`src/verilog/dcff_pkg.sv`:
```
// package: constants, configuration and flag types of the fifo flag block
package dcff_pkg;

  // ****************************************
  // sizes
  // ****************************************
  localparam int DATA_W    = 18;
  localparam int OFS_W     = 12;
  localparam int DEPTH_DEF = 256;
  localparam int DEPTH_MID = 512;
  localparam int CMP_W     = 14;
  localparam int BUF_DEPTH = 8;

  // ****************************************
  // reset values
  // ****************************************
  localparam logic [OFS_W-1:0]  OFS_DEF_SMALL = 12'h01f;
  localparam logic [OFS_W-1:0]  OFS_DEF_MID   = 12'h03f;
  localparam logic [OFS_W-1:0]  OFS_DEF_LARGE = 12'h07f;
  localparam logic [DATA_W-1:0] DOUT_RST      = 18'h00000;

  // ****************************************
  // flag stage counts and count offsets
  // ****************************************
  localparam logic [1:0]       STG_SINGLE = 2'h1;
  localparam logic [1:0]       STG_DOUBLE = 2'h2;
  localparam logic [1:0]       STG_TRIPLE = 2'h3;
  localparam logic [CMP_W-1:0] FT_EXTRA   = 14'h0001;
  localparam logic [CMP_W-1:0] HF_STD_ADD = 14'h0001;
  localparam logic [CMP_W-1:0] HF_FT_ADD  = 14'h0002;

  // strap fields: {first_load_sel, read_expand_in, write_expand_in}
  localparam int STRAP_FL  = 2;
  localparam int STRAP_RXI = 1;
  localparam int STRAP_WXI = 0;

  typedef struct packed {
    logic       fall_through_mode;
    logic       sync_partial;
    logic [1:0] empty_stages;
    logic [1:0] full_stages;
  } dcff_cfg_s;

  // empty_flag_n is output ready (low = data) in fall-through mode,
  // full_flag_n is input_ready_n (high = full) in fall-through mode
  typedef struct packed {
    logic empty_flag_n;
    logic full_flag_n;
    logic almost_empty_n;
    logic almost_full_n;
    logic half_full_n;
  } dcff_flags_s;

endpackage

```
`src/verilog/dcff_flags.sv`:
```
// fifo with status flags, offset registers and reset-time configuration
//
// Function
// [RL1] fall-through: output ready low after first write
// [RL2] fall-through: almost empty high at n+2 words
// [RL3] fall-through: half full low at depth/2+2
// [RL4] fall-through: almost full low at depth+1-m
// [RL5] fall-through: input ready high at depth+1, block
// [RL6] first read from full releases input ready
// [RL7] fall-through: almost empty low at n+1
// [RL8] empty: output ready high, reads ignored
// [RL9] load and write low: load offsets alternately
// [RL10] load high resumes; offset sequence position kept
// [RL11] load and read low: read offsets alternately
// [RL12] offset readback only in standard mode
// [RL13] async partial flags follow count at once; half full is always registered
// [RL14] sync partial flags update on clock only
// [RL15] stages only on boundary flags, listed combinations
// [RL16] each stage adds one cycle of flag latency
// [RL17] empty offset default by depth
// [RL18] full offset default by depth
// [RL19] standard mode: full after depth writes
// [RL20] straps sampled in reset select timing mode
// [RL21] reset loads default offsets, restarts sequence
// [RL22] load and read sequence pointers independent
`timescale 1ns/100ps
module dcff_flags #(
  parameter int DEPTH = dcff_pkg::DEPTH_DEF,
  parameter int WIDTH = dcff_pkg::DATA_W
) (
  input  wire logic                clk_sys,
  input  wire logic                rst_n,
  input  wire logic                ce,
  input  wire logic                first_load_sel,
  input  wire logic                read_expand_in,
  input  wire logic                write_expand_in,
  input  wire logic                write_en_n,
  input  wire logic [WIDTH-1:0]    data_in,
  input  wire logic                offset_load_n,
  input  wire logic                read_en_n,
  output logic [WIDTH-1:0]         data_out,
  output dcff_pkg::dcff_flags_s    flags
);

  localparam int OW = dcff_pkg::OFS_W;
  localparam int CW = dcff_pkg::CMP_W;
  localparam int SW = $clog2(DEPTH + 1);
  localparam logic [CW-1:0] DEPTH_C = CW'(DEPTH);
  localparam logic [CW-1:0] HALF_C  = CW'(DEPTH / 2);

  // ****************************************
  // decoding functions
  // ****************************************
  function automatic dcff_pkg::dcff_cfg_s cfg_decode(
    input logic [2:0] s
  );
    dcff_pkg::dcff_cfg_s c;
    logic                fl;
    logic                rx;
    logic                wx;
    fl = s[dcff_pkg::STRAP_FL];
    rx = s[dcff_pkg::STRAP_RXI];
    wx = s[dcff_pkg::STRAP_WXI];
    c.fall_through_mode = !rx && wx; // RL20
    c.sync_partial      = fl && !(rx && wx);
    if (!rx && wx) begin // RL15
      c.empty_stages = dcff_pkg::STG_TRIPLE;
      c.full_stages  = dcff_pkg::STG_DOUBLE;
    end else if (rx && !wx) begin
      c.empty_stages = dcff_pkg::STG_DOUBLE;
      c.full_stages  = dcff_pkg::STG_DOUBLE;
    end else begin
      c.empty_stages = dcff_pkg::STG_SINGLE;
      c.full_stages  = dcff_pkg::STG_SINGLE;
    end
    return c;
  endfunction

  function automatic logic [OW-1:0] ofs_default(input int d);
    if (d == dcff_pkg::DEPTH_DEF) begin
      return dcff_pkg::OFS_DEF_SMALL;
    end else if (d == dcff_pkg::DEPTH_MID) begin
      return dcff_pkg::OFS_DEF_MID;
    end
    return dcff_pkg::OFS_DEF_LARGE;
  endfunction

  localparam logic [OW-1:0] EMPTY_DEF = ofs_default(DEPTH); // RL17
  localparam logic [OW-1:0] FULL_DEF  = ofs_default(DEPTH); // RL18

  // ****************************************
  // strap synchroniser and configuration
  // ****************************************
  logic [2:0]          strap_s1_reg;
  logic [2:0]          strap_s2_reg;
  dcff_pkg::dcff_cfg_s cfg_reg;
  dcff_pkg::dcff_cfg_s cfg_next;

  // captured on every edge while reset is low, then frozen
  always_comb begin
    cfg_next = cfg_reg;
    if (!rst_n) begin
      cfg_next = cfg_decode(strap_s2_reg); // RL20
    end
  end

  always_ff @(posedge clk_sys) begin
    strap_s1_reg <= {first_load_sel, read_expand_in, write_expand_in};
    strap_s2_reg <= strap_s1_reg;
    if (!rst_n || ce) begin
      cfg_reg <= cfg_next;
    end
  end

  // ****************************************
  // storage array
  // ****************************************
  logic             st_in_valid;
  logic             st_in_ready;
  logic             st_out_valid;
  logic             st_out_ready;
  logic [WIDTH-1:0] st_out_data;
  logic [SW-1:0]    st_count;

  dcff_store #(
    .WIDTH (WIDTH),
    .DEPTH (DEPTH)
  ) u_store (
    .clk_sys   (clk_sys),
    .rst_n     (rst_n),
    .ce        (ce),
    .in_valid  (st_in_valid),
    .in_ready  (st_in_ready),
    .in_data   (data_in),
    .out_valid (st_out_valid),
    .out_ready (st_out_ready),
    .out_data  (st_out_data),
    .count     (st_count)
  );

  // ****************************************
  // read/write control and offset registers
  // ****************************************
  logic             ld;
  logic             wr_req;
  logic             rd_req;
  logic             ofs_wr;
  logic             ofs_rd;
  logic             ft;
  logic             load_out;
  logic             std_pop;
  logic             out_valid_reg;
  logic             out_valid_next;
  logic [WIDTH-1:0] dout_reg;
  logic [WIDTH-1:0] dout_next;
  logic [OW-1:0]    empty_threshold_reg;
  logic [OW-1:0]    empty_threshold_next;
  logic [OW-1:0]    full_threshold_reg;
  logic [OW-1:0]    full_threshold_next;
  logic             ld_wr_sel_reg;
  logic             ld_wr_sel_next;
  logic             ld_rd_sel_reg;
  logic             ld_rd_sel_next;

  assign ld     = !offset_load_n;
  assign wr_req = !write_en_n;
  assign rd_req = !read_en_n;
  assign ft     = cfg_reg.fall_through_mode;
  assign ofs_wr = ld && wr_req; // RL9
  assign ofs_rd = ld && rd_req && !ft; // RL12

  // writes during offset loading never reach the array
  assign st_in_valid = wr_req && !ld; // RL5 RL19
  // empty array: read request has no effect
  assign std_pop  = !ft && rd_req && !ld; // RL8
  // output register refills from the array without a read
  assign load_out = ft && st_out_valid
                    && (!out_valid_reg || (rd_req && !ld)); // RL1
  assign st_out_ready = ft ? load_out : std_pop;
  assign data_out     = dout_reg;

  always_comb begin
    out_valid_next       = out_valid_reg;
    dout_next            = dout_reg;
    empty_threshold_next = empty_threshold_reg;
    full_threshold_next  = full_threshold_reg;
    ld_wr_sel_next       = ld_wr_sel_reg;
    ld_rd_sel_next       = ld_rd_sel_reg;
    if (load_out) begin // RL1
      out_valid_next = 1'b1;
      dout_next      = st_out_data;
    end else if (ft && rd_req && !ld) begin
      out_valid_next = 1'b0; // RL8
    end
    if (std_pop && st_out_valid) begin
      dout_next = st_out_data;
    end
    if (ofs_wr) begin // RL9 RL10
      if (ld_wr_sel_reg) begin
        full_threshold_next = data_in[OW-1:0];
      end else begin
        empty_threshold_next = data_in[OW-1:0];
      end
      ld_wr_sel_next = !ld_wr_sel_reg;
    end
    if (ofs_rd) begin // RL11 RL22
      dout_next      = WIDTH'(ld_rd_sel_reg ? full_threshold_reg
                                            : empty_threshold_reg);
      ld_rd_sel_next = !ld_rd_sel_reg;
    end
    if (!rst_n) begin // RL21
      out_valid_next       = 1'b0;
      dout_next            = dcff_pkg::DOUT_RST;
      empty_threshold_next = EMPTY_DEF; // RL17
      full_threshold_next  = FULL_DEF; // RL18
      ld_wr_sel_next       = 1'b0; // RL22
      ld_rd_sel_next       = 1'b0; // RL22
    end
  end

  always_ff @(posedge clk_sys) begin
    if (!rst_n || ce) begin
      out_valid_reg       <= out_valid_next;
      dout_reg            <= dout_next;
      empty_threshold_reg <= empty_threshold_next;
      full_threshold_reg  <= full_threshold_next;
      ld_wr_sel_reg       <= ld_wr_sel_next;
      ld_rd_sel_reg       <= ld_rd_sel_next;
    end
  end

  // ****************************************
  // word count and flag thresholds
  // ****************************************
  logic [CW-1:0] cnt;
  logic [CW-1:0] ae_lim;
  logic [CW-1:0] hf_lim;
  logic [CW-1:0] af_lim;
  logic          ae_low;
  logic          af_low;
  logic          hf_low;
  logic          empty_ind;
  logic          full_ind;

  // output register counts as capacity in fall-through mode
  assign cnt = CW'(st_count) + ((ft && out_valid_reg) ? dcff_pkg::FT_EXTRA
                                                       : '0);
  assign ae_lim = CW'(empty_threshold_reg)
                  + (ft ? dcff_pkg::FT_EXTRA : '0); // RL2 RL7
  assign hf_lim = HALF_C + (ft ? dcff_pkg::HF_FT_ADD
                               : dcff_pkg::HF_STD_ADD); // RL3
  // offset beyond capacity wraps high, so the flag never asserts
  assign af_lim = DEPTH_C + (ft ? dcff_pkg::FT_EXTRA : '0)
                  - CW'(full_threshold_reg); // RL4
  assign ae_low = (cnt <= ae_lim); // RL2 RL7
  assign hf_low = (cnt >= hf_lim); // RL3 RL6
  assign af_low = (cnt >= af_lim); // RL4 RL6
  assign empty_ind = ft ? !out_valid_reg : (st_count == '0); // RL8
  assign full_ind  = ft ? (cnt == DEPTH_C + dcff_pkg::FT_EXTRA)
                        : (cnt == DEPTH_C); // RL5 RL19

  // ****************************************
  // flag stages and partial flag timing
  // ****************************************
  logic [2:0] empty_pipe_reg;
  logic [2:0] empty_pipe_next;
  logic [2:0] full_pipe_reg;
  logic [2:0] full_pipe_next;
  logic       ae_sync_reg;
  logic       ae_sync_next;
  logic       af_sync_reg;
  logic       af_sync_next;
  logic       hf_sync_reg;
  logic       hf_sync_next;
  logic       empty_out;
  logic       full_out;

  // extra stages trade latency for a settled boundary flag
  always_comb begin
    empty_pipe_next = {empty_pipe_reg[1:0], empty_ind}; // RL16
    full_pipe_next  = {full_pipe_reg[1:0], full_ind}; // RL16
    ae_sync_next    = !ae_low; // RL14
    af_sync_next    = !af_low; // RL14
    hf_sync_next    = !hf_low;
    if (!rst_n) begin
      empty_pipe_next = 3'h7;
      full_pipe_next  = 3'h0;
      ae_sync_next    = 1'b0;
      af_sync_next    = 1'b1;
      hf_sync_next    = 1'b1;
    end
  end

  always_ff @(posedge clk_sys) begin
    if (!rst_n || ce) begin
      empty_pipe_reg <= empty_pipe_next;
      full_pipe_reg  <= full_pipe_next;
      ae_sync_reg    <= ae_sync_next;
      af_sync_reg    <= af_sync_next;
      hf_sync_reg    <= hf_sync_next;
    end
  end

  assign empty_out = empty_pipe_reg[cfg_reg.empty_stages - 2'h1]; // RL15
  assign full_out  = full_pipe_reg[cfg_reg.full_stages - 2'h1]; // RL15

  // polarity of the boundary flags turns over in fall-through mode
  assign flags.empty_flag_n   = ft ? empty_out : !empty_out; // RL1 RL8
  assign flags.full_flag_n    = ft ? full_out : !full_out; // RL5 RL6
  assign flags.almost_empty_n = cfg_reg.sync_partial ? ae_sync_reg
                                                     : !ae_low; // RL13
  assign flags.almost_full_n  = cfg_reg.sync_partial ? af_sync_reg
                                                     : !af_low; // RL13
  assign flags.half_full_n    = hf_sync_reg;

endmodule // dcff_flags

```
`src/verilog/dcff_store.sv`:
```
// storage fifo: flip-flop array with valid/ready on both sides
`timescale 1ns/100ps
module dcff_store #(
  parameter int WIDTH = 18,
  parameter int DEPTH = 8,
  localparam int AW   = $clog2(DEPTH),
  localparam int CW   = $clog2(DEPTH + 1)
) (
  input  wire logic             clk_sys,
  input  wire logic             rst_n,
  input  wire logic             ce,
  input  wire logic             in_valid,
  output logic                  in_ready,
  input  wire logic [WIDTH-1:0] in_data,
  output logic                  out_valid,
  input  wire logic             out_ready,
  output logic [WIDTH-1:0]      out_data,
  output logic [CW-1:0]         count
);

  // ****************************************
  // storage and pointers
  // ****************************************
  logic [WIDTH-1:0] mem_reg  [DEPTH];
  logic [WIDTH-1:0] mem_next [DEPTH];
  logic [AW-1:0]    wr_ptr_reg;
  logic [AW-1:0]    wr_ptr_next;
  logic [AW-1:0]    rd_ptr_reg;
  logic [AW-1:0]    rd_ptr_next;
  logic [CW-1:0]    count_reg;
  logic [CW-1:0]    count_next;
  logic             push;
  logic             pop;

  assign in_ready  = (count_reg != CW'(DEPTH));
  assign out_valid = (count_reg != '0);
  assign out_data  = mem_reg[rd_ptr_reg];
  assign count     = count_reg;
  assign push      = in_valid && in_ready;
  assign pop       = out_valid && out_ready;

  // depth must be a power of two: pointers wrap by overflow
  always_comb begin
    mem_next    = mem_reg;
    wr_ptr_next = wr_ptr_reg;
    rd_ptr_next = rd_ptr_reg;
    count_next  = count_reg;
    if (push) begin
      mem_next[wr_ptr_reg] = in_data;
      wr_ptr_next          = wr_ptr_reg + AW'(1);
    end
    if (pop) begin
      rd_ptr_next = rd_ptr_reg + AW'(1);
    end
    if (push && !pop) begin
      count_next = count_reg + CW'(1);
    end else if (pop && !push) begin
      count_next = count_reg - CW'(1);
    end
    if (!rst_n) begin
      wr_ptr_next = '0;
      rd_ptr_next = '0;
      count_next  = '0;
    end
  end

  always_ff @(posedge clk_sys) begin
    if (!rst_n || ce) begin
      wr_ptr_reg <= wr_ptr_next;
      rd_ptr_reg <= rd_ptr_next;
      count_reg  <= count_next;
    end
  end

  // array left out of reset: contents unreadable until written
  always_ff @(posedge clk_sys) begin
    if (ce) begin
      mem_reg <= mem_next;
    end
  end

endmodule // dcff_store

```
`config.mk`:
```
export PLATFORM = sky130hd
export DESIGN_NAME = dcff_flags
export DESIGN_NICKNAME = d
export VERILOG_FILES = /design/src/verilog/dcff_pkg.sv /design/src/verilog/dcff_flags.sv /design/src/verilog/dcff_store.sv
export SDC_FILE = /design/constraint.sdc
export NUM_CORES = 2
export LEC_CHECK = 0
export ABC_CLOCK_PERIOD_IN_PS = 9070
export CAP_MARGIN = 20
export CORE_ASPECT_RATIO = 0.5
export CORE_MARGIN = 3
export CORE_UTILIZATION = 50
export DETAILED_ROUTE_END_ITERATION = 8
export DONT_BUFFER_PORTS = 1
export PLACE_DENSITY = 0.66
export SETUP_SLACK_MARGIN = 0.3
export SKIP_LAST_GASP = 1
export SLEW_MARGIN = 20
export SYNTH_ARGS = -nofsm -noshare
export SYNTH_HDL_FRONTEND = slang
export SYNTH_SLANG_ARGS = --single-unit
```
`constraint.sdc`:
```
create_clock -name clk_sys -period 9.07 [get_ports clk_sys]
set_input_delay 1.3605 -clock clk_sys [delete_from_list [all_inputs] [get_ports clk_sys]]
set_output_delay 1.3605 -clock clk_sys [all_outputs]
set_load 0.01 [all_outputs]
```
# Word level (Yosys, flattened, before mapping)
# Index checks and enable logic that the tools add are counted.
[word_totals] ff_bits=4699 latchBits=0 ramBits=0 mem_bits_ro=0 input_bits=27 output_inout_bits=23 wordCells=402 mem_count=0
[classes] n_addsub=11 mul=0 div=0 n_lt_le_gt_ge=8 n_eq_ne=12 shifts=0 mux=37 n_bitwise=3 n_reduce_logical=55
[op_table] operator="bitwise mux 4608 bit" count=1
[op_table] operator="binary-select mux 18 bit (select 8 bit)" count=1
[op_table] operator="demux 18 bit (select 8 bit)" count=1
[op_table] operator="2-to-1 mux 18 bit" count=6
[op_table] operator="2-to-1 mux 12 bit" count=5
[op_table] operator="logical AND 1 bit" count=22
[op_table] operator="equality test 10 x 9 -> 1 bit (second input constant)" count=2
[op_table] operator="greater-or-equal comparator 9 bit (second input constant)" count=2
[op_table] operator="zero test 1 bit" count=18
[op_table] operator="2-to-1 mux 9 bit" count=2
[op_table] operator="inverter 8 -> 9 bit" count=2
[op_table] operator="AND reduction 2 bit" count=9
[op_table] operator="adder 8 x 1 -> 8 bit (second input constant)" count=2
[op_table] operator="2-to-1 mux 8 bit" count=2
[op_table] operator="2-to-1 mux 1 bit" count=15
[op_table] operator="adder 12 x 14 -> 14 bit" count=1
[op_table] operator="greater-or-equal comparator 10 x 14 -> 1 bit" count=1
[op_table] operator="<= comparator 10 x 14 -> 1 bit" count=1
[op_table] operator="subtractor 10 x 12 -> 13 bit" count=1
[op_table] operator="adder 9 x 1 -> 10 bit" count=1
[op_table] operator="adder 9 x 1 -> 10 bit (first input constant)" count=1
[op_table] operator="greater-or-equal comparator 10 x 9 -> 1 bit" count=1
[op_table] operator="!= test 2 x 1 -> 1 bit (second input constant)" count=5
[op_table] operator="adder 8 x 2 -> 9 bit (first input constant)" count=1
[op_table] operator="17 further kinds" count=23

# Logic depth before layout (Yosys ltp)
[logic_depth] word_depth=10 ltp_mapped=15 ltp_nobuf=15

# By module
# From an unflattened synthesis, not the netlist that was laid out.
[unflattened] hier_cells=8118 hier_area_um2=180794.6
[by_module_without_submodules] mod="dcff_store" n_inst=1 cells_each=7787 area_each_um2=177054.8 seq_area_each_um2=139123.4
[by_module_without_submodules] mod="dcff_flags" n_inst=1 cells_each=331 area_each_um2=3739.8 seq_area_each_um2=1891.8

# Least setup slack after synthesis
# No wires, ideal clock.
[synth_timing] kind="register to output" startpoint="register cfg_reg, in the netlist ft" endpoint="output flags[1] (netlist bit)" arrival_ns=2.810 required_time_ns=7.709 setup_slack_ns=4.899 stages_incl_launch_ff=15 path_buffers=1 cell_sequence="edfxtp_1 > clkbuf_1 > clkinv_1 > ha_1 > inv_1 > ha_1 > inv_1 > ha_1 > a21o_1 > a21o_1 > a211oi_1 > o21ai_0 > a31o_2 > a21o_1 > a21oi_1"
[synth_rtl] item="start, declared" line="dcff_flags.sv:96" text="dcff_pkg::dcff_cfg_s cfg_reg;"
[synth_rtl] item="start signal, assigned" line="dcff_flags.sv:111" text="cfg_reg <= cfg_next;"
[synth_rtl] item="end, declared" line="dcff_flags.sv:42" text="output dcff_pkg::dcff_flags_s flags"

==> key figures <==
Outcome
  • Outcome: finished, violations left
  • Violated checks: max-slew violations

Synthesis
  • Post-synth EDFFs: around 4700
  • Syn Inst Count: around 8400
  • Post-synthesis sequential area ratio: 0.7726
  • Synth area leaders: edfxtp_1 (77%), mux4_2 (13%), mux2i_1 (2.9%)
  • Post-synthesis simple-gate area fraction: 0.01878
  • Syn_nets: 8496
  • Count leader, synth: edfxtp_1
  • Top FF cell, synth: edfxtp_1
  • Mux contribution to synthesized area: 0.1579
  • Post-synth top cells: edfxtp_1 (4692), mux4_2 (1040), mux2i_1 (533)
  • Post-Synth XOR/XNOR Area: 0.001967
  • Synthesis-stage register bit count: between 4000 and 5000
  • Complex-gate fraction of the synthesized area: 0.02975
  • Synth warn: 0
  • Synth area leader: edfxtp_1
  • Post-synth ARST share: 0
  • Largest family of logic cells by synthesized area: multiplexers
  • Syn avg cell area: between 20 and 25 µm²
  • Top-area cell type share of the netlist area: 0.7719
  • Cell area after synthesis: 182500 µm²
  • Distinct cells, synth: between 70 and 80
  • Adder-cell share of the synthesized area: 0.002715

Setup path
  • Buf+Inv Stages, Crit Path: 3
  • CP max stage delay: 0.55 ns
  • Ordered cell list for the critical path: clkinv_1 > ha_1 > inv_1 > ha_1 > inv_1 > ha_1 > a21o_1 > a21o_1 > a211oi_1 > o21ai_0 > a31o_2 > a21o_1 > a21oi_1
  • Startpoint types: flip-flop
  • Worst EP required: 7.71 ns
  • Reg2reg path depth: 9
  • RR Endpoint: data_out[8]
  • CP endpoint kind: output port
  • Critical path's top delay family: compound AO/OA/AOI/OAI gates
  • Setup slack, reg-to-reg: around 3.6 ns
  • Crit-path max FO: 9
  • CP max-delay cell: edfxtp_1
  • CP arrival: around 4.2 ns
  • CP Class: reg -> out
  • Reg2Reg Launch Point: u_store.rd_ptr_reg[2]

Placement
  • DP Worst Slack: 3.871 ns
  • Post-DP HPWL: ~300 mm
  • Placed Area: about 190000 µm²
  • Gp weighted congestion: approximately 0.9
  • IO buf count: 0

Timing
  • Final setup viols: 0
  • Setup TNS: 0 ns
  • Worst Tran Pin Value: 1.578 ns
  • RSZ-0062 raised after global routing: false
  • Crit share post-route: 0.6083
  • Final Skew: roughly 0.063 ns
  • Final Hold Fails: 0
  • Worst setup margin: approximately 3.6 ns
  • Max Freq: 0.1812 GHz
  • Minimum clock period: ~5.5 ns
  • Slew HR: -0.05181
  • Pins Over Slew Limit: 36

Cells and area
  • Register area: between 100000 and 150000 µm²
  • Multi-input logic area: between 30000 and 40000 µm²
  • Net count, final: between 8000 and 9000
  • Fin util: 0.5558
  • Fill count: about 26000
  • Max reg flops: 4608
  • Final Cell Area: approximately 200000 µm²
  • Share of cells above drive strength 1: 0.2391
  • Synth-to-Final Area Change: 10.38%

GRT
  • Gr usage total: 0.2789
  • Initial antenna violation count: 38
  • GR Util met3: 0.08969
  • Largest net degree at the start of global routing: between 200 and 300
  • Met1 global-route usage: 0.4096
  • Vias in the first global route: ~87000
  • First-pass GRT wire length: ~720 mm
  • Layer with the highest usage: met1
  • Gr ovfl total: 0
  • GR Util met2: 0.3978

Die
  • Site Rows: about 160
  • Die height: between 400 and 500 µm
  • Chip width: 860.4 µm
  • Die area: 372800 µm²
  • IO Count: 50
  • Core area: ~360000 µm²
  • Initial Utilization: 0.5036

Clock tree
  • Clock Latency Late Sink: 0.97 ns
  • Sink Count: 4698
  • Clock slew at reported path FFs: ~0.060 ns
  • # Post-CTS Setup Buffers: 0
  • CTS tree: built
  • Post-CTS Resized: 0
  • Total CTS buffers: a little over 400
  • Hold buffers post-CTS: 0
  • H-Tree Depth: 5
  • Clock Path Buffers: 4
  • Root buffer cell: clkbuf_16

Detailed routing
  • Antenna Nets Post-Route: 0
  • Vias: 92770
  • Routed len/inst: a little under 40 µm
  • First-pass DRT Iterations: 6
  • Drt drc: 0
  • Routed WL: 526.7 mm
  • Via-to-Cell Ratio: just under 7
  • Starting DRC count in detailed routing: about 15000

Job
  • Max-cap viol count: 0

Worst hold path
  • Worst Hold Launch: strap_s1_reg[0]
  • Hold depth: 0
  • Hold Path Class: reg -> reg
  • Hold path endpoint: strap_s2_reg[0]

Power
  • Pwr Density: between 200 and 250 nW/µm²
  • Peak supply drop: roughly 0.00016 V
  • P_leak: between 60 and 70 nW
-- how the worst max path moves through the flow --
| stage | to | cells after the start | slack [ns] | start |
|---|---|---|---|---|
| 2_1_floorplan | flags[1] | 14 | 4.90 | ft |
| 3_3_place_gp | data_out[8] | 9 | 3.92 | u_store.rd_ptr_reg[2] |
| 3_5_place_dp | data_out[8] | 9 | 3.87 | u_store.rd_ptr_reg[2] |
| 4_1_cts | flags[1] | 13 | 3.45 | ft |
| 5_1_grt | flags[1] | 12 | 3.23 | ft |
| 6_report | flags[1] | 13 | 3.55 | ft |
-- metrics by stage --
stage / instances / hold slack, ns / power, mW
after CTS: 13680 / 0.3347 / 45.72
after global placement: 12950 / 0.3175 / 28.78
after detailed placement: 12950 / 0.3164 / 28.79
final: 13710 / 0.3307 / 45.74
after global routing: 13690 / 0.3360 / 46.75
after floorplan: 8430 / 0.3096 / 27.01
-- report_power, final --
group	total [mW]	internal, mW	switching, mW
registers	24.1	24.0	0.101
logic	4.41	1.54	2.86
clock network	17.3	9.37	7.91
-- cell usage in the layout, fill, tap and decap left out, types with 19 or more instances in the layout --
cell type  instances
mux2i_1          531
buf_4            154
buf_12            29
a21oi_1          147
xnor2_1           29
nor2_4            36
clkinv_2          89
nor3_1            57
clkbuf_1          87
ha_1              38
o221ai_1         199
nand3_1           47
a22oi_1           32
nand2_1          142
bufinv_16         31
o22ai_1          141
nor2_2           227
nor2_1           131
mux4_2          1040
inv_1             19
and2_1            20
clkinv_1          73
o21ai_0           70
edfxtp_1        4692
clkbuf_16        419
-- metal layers --
layer | part of all wire | vias to the layer above | wire (µm)
met4 | 0.039 | 16 | 20640
li1 | - | 35890 | -
met2 | 0.44 | 6308 | 229800
met5 | 0.00020 | - | 103
met3 | 0.14 | 930 | 72820
met1 | 0.39 | 49620 | 203300
-- area by class of cell --
class / count / share of cell area
sequential: 4698 / 0.7000
timing repair buffer: 191 / 0.009124
multi-input combinational: 3226 / 0.1963
clock inverter: 225 / 0.01022
inverter: 25 / 0.0005590
antenna: 16 / 0.0001987
tap: 4819 / 0.02993
clock buffer: 506 / 0.05367
-- logic make-up after synthesis --
family                     Yosys count
xor gates and xnor gates            41
and+or+nand+nor                    789
muxes                             1579
adders and majority gates           39
buffers and inverters              506
AOI/OAI and AO/OA                  778
DFF                               4698
Power figures use the tool's default switching activity.
